File: src/core/sac_consts.svh
`ifndef SAC_CONSTS_SVH
`define SAC_CONSTS_SVH
// Clock period in picoseconds (200 MHz).
`define SAC_CLK_PS 5000
// Conversion time, sleep wake time and nap wake time in their own units.
`define SAC_CONV_US 6
`define SAC_WAKE_MS 3
`define SAC_NAP_NS 620
`define SAC_CONV_CYC ((`SAC_CONV_US * 1000000) / `SAC_CLK_PS)
// Scaled so that no intermediate product overflows a 32-bit int.
`define SAC_WAKE_CYC ((`SAC_WAKE_MS * 1000000) / (`SAC_CLK_PS / 1000))
`define SAC_NAP_CYC ((`SAC_NAP_NS * 1000 + `SAC_CLK_PS - 1) / `SAC_CLK_PS)
`define SAC_RES_W 12
`define SAC_BYTE_W 8
`define SAC_HI_LSB 8
`define SAC_RESULT_RST 12'h000
`endif

File: src/core/sac_pkg.sv
package sac_pkg;
	typedef enum logic [1:0] {SAC_IDLE, SAC_CONV} sac_state_t;
	typedef logic [11:0] sac_result_t;
endpackage

File: src/core/sac_sar_if.sv
`timescale 1ns/10ps
`default_nettype none
interface sac_sar_if;
	logic start;
	logic done;
	logic [11:0] code;
	modport ctrl (output start, input done, input code);
	modport sar (input start, output done, output code);
endinterface
`default_nettype wire

File: src/core/sac_ctrl.sv
// How it works
// Start on convert falling edge, chip selected.
// Ignore starts while converting.
// Busy low throughout each conversion.
// High byte select picks output byte.
// Selected and read low: outputs enabled.
// Host keeps convert pulse narrow.
// Outputs float until read strobe.
// Joined strobe starts conversion, shows old result.
// Result placed before busy rises.
// Host waits busy high then reads.
// Each read starts next, returns previous.
// Only host strobes start conversions.
// Sleep powers down, ignores starts.
// Reference ready rises 3ms after sleep release.
// Nap keeps reference; 620ns wake.
// Comparator powers after sleep or ready.
// Self-timed conversion lasts about 6us.
// Result held until next completion.
`timescale 1ns/10ps
`default_nettype none
`include "sac_consts.svh"
module sac_ctrl
	import sac_pkg::*;
#(
	parameter int WAKE_CYC = `SAC_WAKE_CYC,
	parameter int CONV_CYC = `SAC_CONV_CYC,
	parameter bit BYTE_MODE = 1'b0
) (
	input wire logic mclk, // System clock, 200 MHz.
	input wire logic rst_n, // Asynchronous reset, active low.
	input wire logic cs_n, // Chip select, active low.
	input wire logic rd_n, // Read strobe, active low.
	input wire logic convert_start_n, // Conversion start, falling edge.
	input wire logic high_byte_select, // Upper byte select, byte variant.
	input wire logic sleep_n, // Sleep request, active low.
	input wire logic nap_n, // Nap request, active low.
	input wire logic [11:0] sample, // Sampled input as a code.
	output logic busy_n, // Low while converting.
	output logic reference_ready, // Reference settled after sleep.
	output logic comparator_on, // Comparator powered.
	output logic [11:0] data_out, // Data pins output value.
	output logic [11:0] data_oe // Data pins output enable.
);
	sac_sar_if sar_if ();
	sac_state_t state;
	logic conv_q;
	logic [19:0] wake_cnt;
	logic [7:0] nap_cnt;
	logic nap_awake;
	sac_result_t result;
	logic fall;
	logic allow;
	logic [11:0] next_data;
	sac_result_t shown;

	sac_sar #(.CONV_CYC(CONV_CYC)) u_sar (
		.mclk(mclk),
		.rst_n(rst_n),
		.sample(sample),
		.sar(sar_if.sar)
	);

	assign fall = conv_q && !convert_start_n;
	// Only a strobe edge starts a conversion; there is no sample clock.
	assign allow = fall && !cs_n && reference_ready && nap_awake;
	assign sar_if.start = allow && (state == SAC_IDLE);

	always_ff @(posedge mclk or negedge rst_n) begin
		if (!rst_n) begin
			conv_q <= 1'b1;
		end else begin
			conv_q <= convert_start_n;
		end
	end

	always_ff @(posedge mclk or negedge rst_n) begin
		if (!rst_n) begin
			state <= SAC_IDLE;
			busy_n <= 1'b1;
		end else begin
			case (state)
				SAC_IDLE: begin
					if (sar_if.start) begin
						state <= SAC_CONV;
						busy_n <= 1'b0;
					end
				end
				SAC_CONV: begin
					if (sar_if.done) begin
						state <= SAC_IDLE;
						busy_n <= 1'b1;
					end
				end
				default: begin
					state <= SAC_IDLE;
					busy_n <= 1'b1;
				end
			endcase
		end
	end

	// Result latches on the same edge busy rises, so data is valid at it.
	always_ff @(posedge mclk or negedge rst_n) begin
		if (!rst_n) begin
			result <= `SAC_RESULT_RST;
		end else if (sar_if.done) begin
			result <= sar_if.code;
		end
	end

	// Sleep drops the reference; wake count restarts at each release.
	always_ff @(posedge mclk or negedge rst_n) begin
		if (!rst_n) begin
			wake_cnt <= 20'h0_0000;
			reference_ready <= 1'b0;
		end else if (!sleep_n) begin
			wake_cnt <= 20'h0_0000;
			reference_ready <= 1'b0;
		end else if (!reference_ready) begin
			if (wake_cnt == 20'(WAKE_CYC - 1)) begin
				reference_ready <= 1'b1;
			end else begin
				wake_cnt <= wake_cnt + 20'h0_0001;
			end
		end
	end

	// Nap keeps the reference alive, so only the short wake applies.
	always_ff @(posedge mclk or negedge rst_n) begin
		if (!rst_n) begin
			nap_cnt <= 8'h00;
			nap_awake <= 1'b0;
		end else if (!nap_n || !sleep_n) begin
			nap_cnt <= 8'h00;
			nap_awake <= 1'b0;
		end else if (!nap_awake) begin
			if (nap_cnt == 8'(`SAC_NAP_CYC - 1)) begin
				nap_awake <= 1'b1;
			end else begin
				nap_cnt <= nap_cnt + 8'h01;
			end
		end
	end

	// With ready strapped to nap, nap_n follows ready and so gates power.
	always_ff @(posedge mclk or negedge rst_n) begin
		if (!rst_n) begin
			comparator_on <= 1'b0;
		end else begin
			comparator_on <= sleep_n && nap_n;
		end
	end

	// The new code reaches the pins on the edge busy rises, not one later.
	assign shown = sar_if.done ? sar_if.code : result;

	always_comb begin
		next_data = shown;
		if (BYTE_MODE) begin
			next_data = 12'h000;
			if (high_byte_select) begin
				next_data[3:0] = shown[11:8];
			end else begin
				next_data[7:0] = shown[7:0];
			end
		end
	end

	genvar gi;
	generate
		for (gi = 0; gi < `SAC_RES_W; gi++) begin : g_pin
			always_ff @(posedge mclk or negedge rst_n) begin
				if (!rst_n) begin
					data_out[gi] <= 1'b0;
					data_oe[gi] <= 1'b0;
				end else begin
					data_out[gi] <= next_data[gi];
					data_oe[gi] <= !cs_n && !rd_n &&
						(!BYTE_MODE || gi < `SAC_BYTE_W);
				end
			end
		end
	endgenerate
endmodule
`default_nettype wire

File: src/core/sac_sar.sv
`timescale 1ns/10ps
`default_nettype none
`include "sac_consts.svh"
module sac_sar
	import sac_pkg::*;
#(
	parameter int CONV_CYC = `SAC_CONV_CYC
) (
	input wire logic mclk, // System clock.
	input wire logic rst_n, // Asynchronous reset, active low.
	input wire logic [11:0] sample, // Held analog sample as a code.
	sac_sar_if.sar sar // Start and completion to the controller.
);
	logic [15:0] cnt;
	logic running;

	// Self-timed conversion clock modelled as a fixed cycle count.
	always_ff @(posedge mclk or negedge rst_n) begin
		if (!rst_n) begin
			cnt <= 16'h0000;
			running <= 1'b0;
			sar.done <= 1'b0;
			sar.code <= `SAC_RESULT_RST;
		end else begin
			sar.done <= 1'b0;
			if (sar.start && !running) begin
				running <= 1'b1;
				cnt <= 16'(CONV_CYC - 1);
				sar.code <= sample;
			end else if (running) begin
				if (cnt == 16'h0000) begin
					running <= 1'b0;
					sar.done <= 1'b1;
				end else begin
					cnt <= cnt - 16'h0001;
				end
			end
		end
	end
endmodule
`default_nettype wire

File: config.mk
export PLATFORM = sky130hd
export DESIGN_NAME = sac_ctrl
export DESIGN_NICKNAME = d
export VERILOG_FILES = /design/src/core/sac_pkg.sv /design/src/core/sac_sar_if.sv /design/src/core/sac_ctrl.sv /design/src/core/sac_sar.sv
export VERILOG_INCLUDE_DIRS = /design/src /design/src/core
export SDC_FILE = /design/constraint.sdc
export NUM_CORES = 1
export LEC_CHECK = 0
export BUFFER_PORTS_ARGS = -buffer_cell sky130_fd_sc_hd__buf_2
export CELL_PAD_IN_SITES_DETAIL_PLACEMENT = 0
export CELL_PAD_IN_SITES_GLOBAL_PLACEMENT = 1
export CORE_MARGIN = 2
export CORE_UTILIZATION = 45
export CTS_CLUSTER_SIZE = 20
export DETAILED_ROUTE_END_ITERATION = 7
export PLACE_DENSITY_LB_ADDON = 0.1
export SLEW_MARGIN = 0
export SYNTH_ARGS = -nofsm -noshare
export SYNTH_HDL_FRONTEND = slang
export SYNTH_SLANG_ARGS = --single-unit
File: constraint.sdc
create_clock -name mclk -period 2.25 [get_ports mclk]
set_input_delay 0.675 -clock mclk [delete_from_list [all_inputs] [get_ports mclk]]
set_output_delay 0.675 -clock mclk [all_outputs]
set_load 0.005 [all_outputs]
Word level (Yosys, flattened, before mapping):

Cells that the tools add are included.

* register bits: 90
* input bits: 20
* logic and storage cells: 89

* add/sub/neg operators: 3
* eq/ne operators: 10
* mux-type cells: 28
* reductions and logical operators: 22

Operators with widths (count)
* 2-to-1 mux 20 bit: 3
* 2-to-1 mux 16 bit: 3
* 2-to-1 mux 8 bit: 3
* adder 20 x 1 -> 20 bit, second input constant: 1
* == test 20 bit, second input constant: 1
* logical NOT 16 bit: 1
* subtractor 16 x 1 -> 16 bit, second input constant: 1
* 2-to-1 mux 1 bit: 14
* 2-to-1 mux 12 bit: 1
* adder 8 x 1 -> 8 bit, second input constant: 1
* == test 8 x 7 -> 1 bit, second input constant: 1
* logical AND 1 bit: 8
* != test 2 x 1 -> 1 bit, second input constant: 4
* AND reduction 2 bit: 4
* logical NOT 1 bit: 6
* != test 2 bit, second input constant: 3
* 2-to-1 mux 2 bit: 2
* one-hot mux 2 bit (2 select lines): 1
* == test 2 x 1 -> 1 bit, second input constant: 1
* logical NOT 2 bit: 1
* one-hot mux 1 bit (2 select lines): 1
* nonzero test 2 bit: 1
* logical OR 1 bit: 1

Longest topological paths before layout:

* depth after elaboration: 9
* depth in mapped cells: 7

Cells and area by module:

A second synthesis with hierarchy kept.

* cell total of the unflattened synthesis: 364
* area, all modules: 3724.8 sq um

By module, submodules not included
* sac_ctrl: times used 1, cells an instance 212, area each 2270.9 sq um
* sac_sar: times used 1, cells an instance 152, area each 1453.9 sq um

Worst setup path before layout:

OpenSTA, ideal clock, no wires.

* path kind: input-to-reg
* start point: input port convert_start_n
* end point: register u_sar.sar.code[3]
* library setup time: 0.117 ns
* data arrival time: 1.747 ns
* required time: 2.133 ns
* setup slack: 0.386 ns
* stages on the path: 6
* path buffers: 2
* cell sequence: nand4b_1 -> or4_1 -> clkbuf_1 -> clkbuf_1 -> nand2_1 -> nand2_1

* longest elaborated chain between the ends: 7

Ends and longest elaborated chain
* start: declaration: line sac_ctrl.sv:34 `input wire logic convert_start_n,`
* logical NOT 1 bit: line sac_ctrl.sv:64 `assign fall = conv_q && !convert_start_n;`
* logical AND 1 bit: line sac_ctrl.sv:64
* logical AND 1 bit (3 in a row): line sac_ctrl.sv:66 `assign allow = fall && !cs_n && reference_ready && nap_awake;`
* logical AND 1 bit: line sac_ctrl.sv:67 `assign sar_if.start = allow && (state == SAC_IDLE);`
* logical AND 1 bit: line sac_sar.sv:26 `if (sar.start && !running) begin`
* end signal: assignment: line sac_sar.sv:23 `` sar.code <= `SAC_RESULT_RST; ``
* end signal: assignment: line sac_sar.sv:29 `sar.code <= sample;`
* end: declaration: line sac_sar_if.sv:8 `modport sar (input start, output done, output code);`

Every way passes these cells.
A chain may end at the register's enable or synchronous reset.

Worst setup path in the final report:

* start point: register u_sar.cnt[0]
* end point: register u_sar.cnt[11]

* longest elaborated chain between the ends: 4
* elaborated cells between the ends (all ways): 7

Ends and longest elaborated chain
* start: declaration: line sac_sar.sv:14 `logic [15:0] cnt;`
* start signal: assignment: line sac_sar.sv:28 `cnt <= 16'(CONV_CYC - 1);`
* start signal: assignment: line sac_sar.sv:35 `cnt <= cnt - 16'h0001;`
* subtractor 16 x 1 -> 16 bit: line sac_sar.sv:35
* 2-to-1 mux 16 bit: line sac_sar.sv:31 `if (cnt == 16'h0000) begin`
* 2-to-1 mux 16 bit: line sac_sar.sv:30 `end else if (running) begin`
* 2-to-1 mux 16 bit: line sac_sar.sv:26

Several ways; a longest one is shown, not always the timed one. The select of a mux whose other input is x is not followed.

==> qor.yml <==
global_route:
  antenna_found_initial: 0
  grt_pass1_vias: 2549
  grt.overflow.total: 0
  grt.total_usage_pct: 17.8
  grt_pass1_wl_um: 12600
  grt_start_max_net_pins: 36
worst_setup_path:
  endpoint_kind: "flip-flop"
  worstPathRequired_ps: 2530
  crit_slowest_cell: "or4_1"
  worst-path-buf-inv: 2
  crit_chain: "inv_1 > ha_1 > nor2b_1 > buf_4 > and4_2 > or4_1 > a21oi_1"
  slowest_delay_ps: 480
  worstSetupStartpointType: "flip-flop"
  critical_path_class: "reg -> reg"
  arrival_ps: 2270
  cpLargestDelayFamily: "simple AND/OR/NAND/NOR gates"
  critPathMaxFanout: 8
floorplan:
  start_util_pct: 46.1
  rows: 33
  core_area_mm2: 0.00813
  die_y_um: 95.3
  io_pins: 47
  die_area_mm2: 0.00907
  die_w_um: 95.3
placement:
  dp_hpwl_um: 5200
  gp_congestion: 0.795
  placed_cell_area_mm2: 0.00410
  dp_slack_ps: 230
  dp_cells: 510
  portBuffers: 45
cells_and_area:
  final_area_mm2: 0.00432
  seq_area_mm2: 0.00193
  syn2layout_area_growth_pct: 15.3
  drive_gt1_share_pct: 25.2
  final_nets: 439
  utilization_pct: 53.1
  finalNonFillerCells: 526
  multi_input_area_mm2: 0.00164
  n_fill_cell: 769
  diodes: 0
clock_tree:
  cts_tree: "yes"
  clockBufferDepth: 2
  hold_buffers: 0
  clock_latency_ps: 350
  cts_sinks: 77
  ctsResizeCount: 0
  cts_root_buf: "clkbuf_8"
  clk_pin_slew_ps: 80
  cts_max_level: 3
  cts-buffers-inserted: 9
  post-cts-setup-buffer-count: 0
yosys:
  avgSynthCellArea_um2: 10.2
  ys_warn_count: 0
  synth-adder-area-share_pct: 1.00
  synth_compound_area_share_pct: 11.5
  synth_cell_types: 63
  synth_nets: 389
  ys_seq_area_share_pct: 51.5
  synth-xor-area-share_pct: 2.80
  synthTopCellsByArea: "dfrtp_1 50%, nand2_1 5.0%, mux2_2 3.9%"
  synth_area_mm2: 0.00375
  synth_cells: 366
  muxShareOfSynthArea_pct: 4.71
  synthFlopType: "dfrtp_1"
  yosysTopAreaCell: "dfrtp_1"
  synth-edff-count: 0
  ys_ff_latch: 77
  yosys.area.top_type_share_pct: 50.1
  async_flop_share_pct: 100
  synth-simple-area-share_pct: 23.6
  synth_top_family_by_area: "simple AND/OR/NAND/NOR gates"
timing:
  holdWs_ps: 264
  period_needed_ps: 1990
  setup_slack_ps: 261
  drv_slew: 0
  hold_viol_final: 0
  rsz0062_at_grt: "false"
  fin_skew_ps: 10.4
  finalCritPeriodShare_pct: 88.4
  worst_pin_slew_ps: 658
  tns_ps: 0
  slew_headroom_pct: 56.2
  clock.fmax_mhz: 503
  setup-violations-final: 0
pwr:
  p_total_mw: 3.00
  p_per_area_mw_per_mm2: 694
  p_leak_nw: 2.00
  vdd.ir_drop.worst_uv: 380
outcome:
  status: "complete, no violations"
flow_run:
  cap_viol_max_count: 0
routing:
  postRouteAntennaNets: 0
  wl_per_cell_um: 14.3
  drt_pre_antenna_iters: 4
  drt-vias-per-instance: 5.46
  drt_iter0_drc: 93
  wirelength_um: 7550
  drc_errors: 0
  vias: 2871
hold_path:
  hold_class: "in -> async"
-- layout make-up --
type / instances / area share, %
Multi-Input combinational cell: 255 / 38.0
Clock buffer: 9 / 2.87
Timing Repair Buffer: 62 / 8.22
Tap cell: 105 / 3.04
Inverter: 11 / 0.955
Sequential cell: 77 / 44.6
Clock inverter: 7 / 2.29
-- registers in the layout, indices dropped and copies added, names as in the netlist --
register / count
busy_n: 1
wake_cnt: 20
state: 1
reference_ready: 1
nap_cnt: 8
data_out: 1
result: 11
nap_awake: 1
u_sar.running: 1
u_sar.sar.code: 12
comparator_on: 1
conv_q: 1
u_sar.cnt: 16
u_sar.sar.done: 1
data_oe: 1
-- final timing paths --
| kind | from | end | slack, ps | cells past startpoint |
|---|---|---|---|---|
| setup / recovery | u_sar.cnt[0]$_DFFE_PN0P_ | u_sar.cnt[11]$_DFFE_PN0P_ | 260 | 7 |
| hold / removal | rst_n | u_sar.cnt[1]$_DFFE_PN0P_ | 260 | 1 |
| setup reg to reg | u_sar.cnt[0]$_DFFE_PN0P_ | u_sar.cnt[11]$_DFFE_PN0P_ | 260 | 7 |
| hold reg to reg | u_sar.sar.code[8]$_DFFE_PN0P_ | u_sar.sar.code[8]$_DFFE_PN0P_ | 480 | 2 |
| max in group asynchronous | rst_n | data_out[11]$_DFFE_PN0P_ | 1330 | 2 |
| min in group mclk | convert_start_n | conv_q$_DFF_PN1_ | 420 | 1 |
-- where the power goes --
group	switching (mW)	leakage [nW]	internal (mW)
registers	0.0662	0.997	1.44
clock network	0.541	0.110	0.630
logic	0.183	0.889	0.140
-- per-layer routing --
metal / vias up / part of all wire (%) / GRT usage, % / wire (um)
met1: 1402 / 50 / 25.5 / 3780
met4: 0 / 1.6 / 7.00 / 124
met5: - / 0 / 0 / 0
met3: 10 / 2.5 / 3.72 / 190
met2: 26 / 46 / 26.3 / 3450
li1: 1433 / - / - / -
-- cell usage after synthesis, drive strengths merged (2+ instances only) --
cell     count
xnor2        5
a21oi       24
nor2        25
mux2i        3
or3          6
and4         6
or4          9
a31oi        2
ha           3
o2111ai      2
mux2        13
nor3         7
nand4b       5
a21o         2
nand4       13
buf         15
nor2b        2
dfrtp       75
xor2         7
nand2       50
nand3       11
nor4bb       2
o31ai        8
clkbuf       8
o21ai       16
inv         10
and3         8
nor4         5
dfstp        2
-- kinds of logic (layout without fill, tap and decap cells) --
family	count (synthesis)	after routing
flops	77	77
fa+ha+maj	3	3
buf+inv	34	89
mux	16	16
compound gates	67	67
xor+xnor	12	12
simple gates	157	157
-- placed cells by master (no fill, tap or decap), types with 2 or more instances in the layout --
| master | instances |
|---|---|
| a21oi_1 | 23 |
| a31oi_1 | 2 |
| and3_1 | 8 |
| and4_1 | 5 |
| buf_2 | 44 |
| buf_4 | 18 |
| bufinv_16 | 2 |
| clkbuf_8 | 9 |
| clkinv_4 | 2 |
| dfrtp_1 | 75 |
| dfstp_2 | 2 |
| ha_1 | 3 |
| inv_1 | 10 |
| mux2_2 | 13 |
| mux2i_1 | 3 |
| nand2_1 | 50 |
| nand3_1 | 11 |
| nand4_1 | 11 |
| nand4b_1 | 5 |
| nor2_1 | 25 |
| nor2b_1 | 2 |
| nor3_1 | 6 |
| nor4_1 | 3 |
| nor4bb_1 | 2 |
| o2111ai_1 | 2 |
| o21ai_0 | 15 |
| o31ai_1 | 8 |
| or3_1 | 6 |
| or4_1 | 8 |
| xnor2_1 | 5 |
| xor2_1 | 7 |
Note: power is estimated with default switching activity, not from simulation.
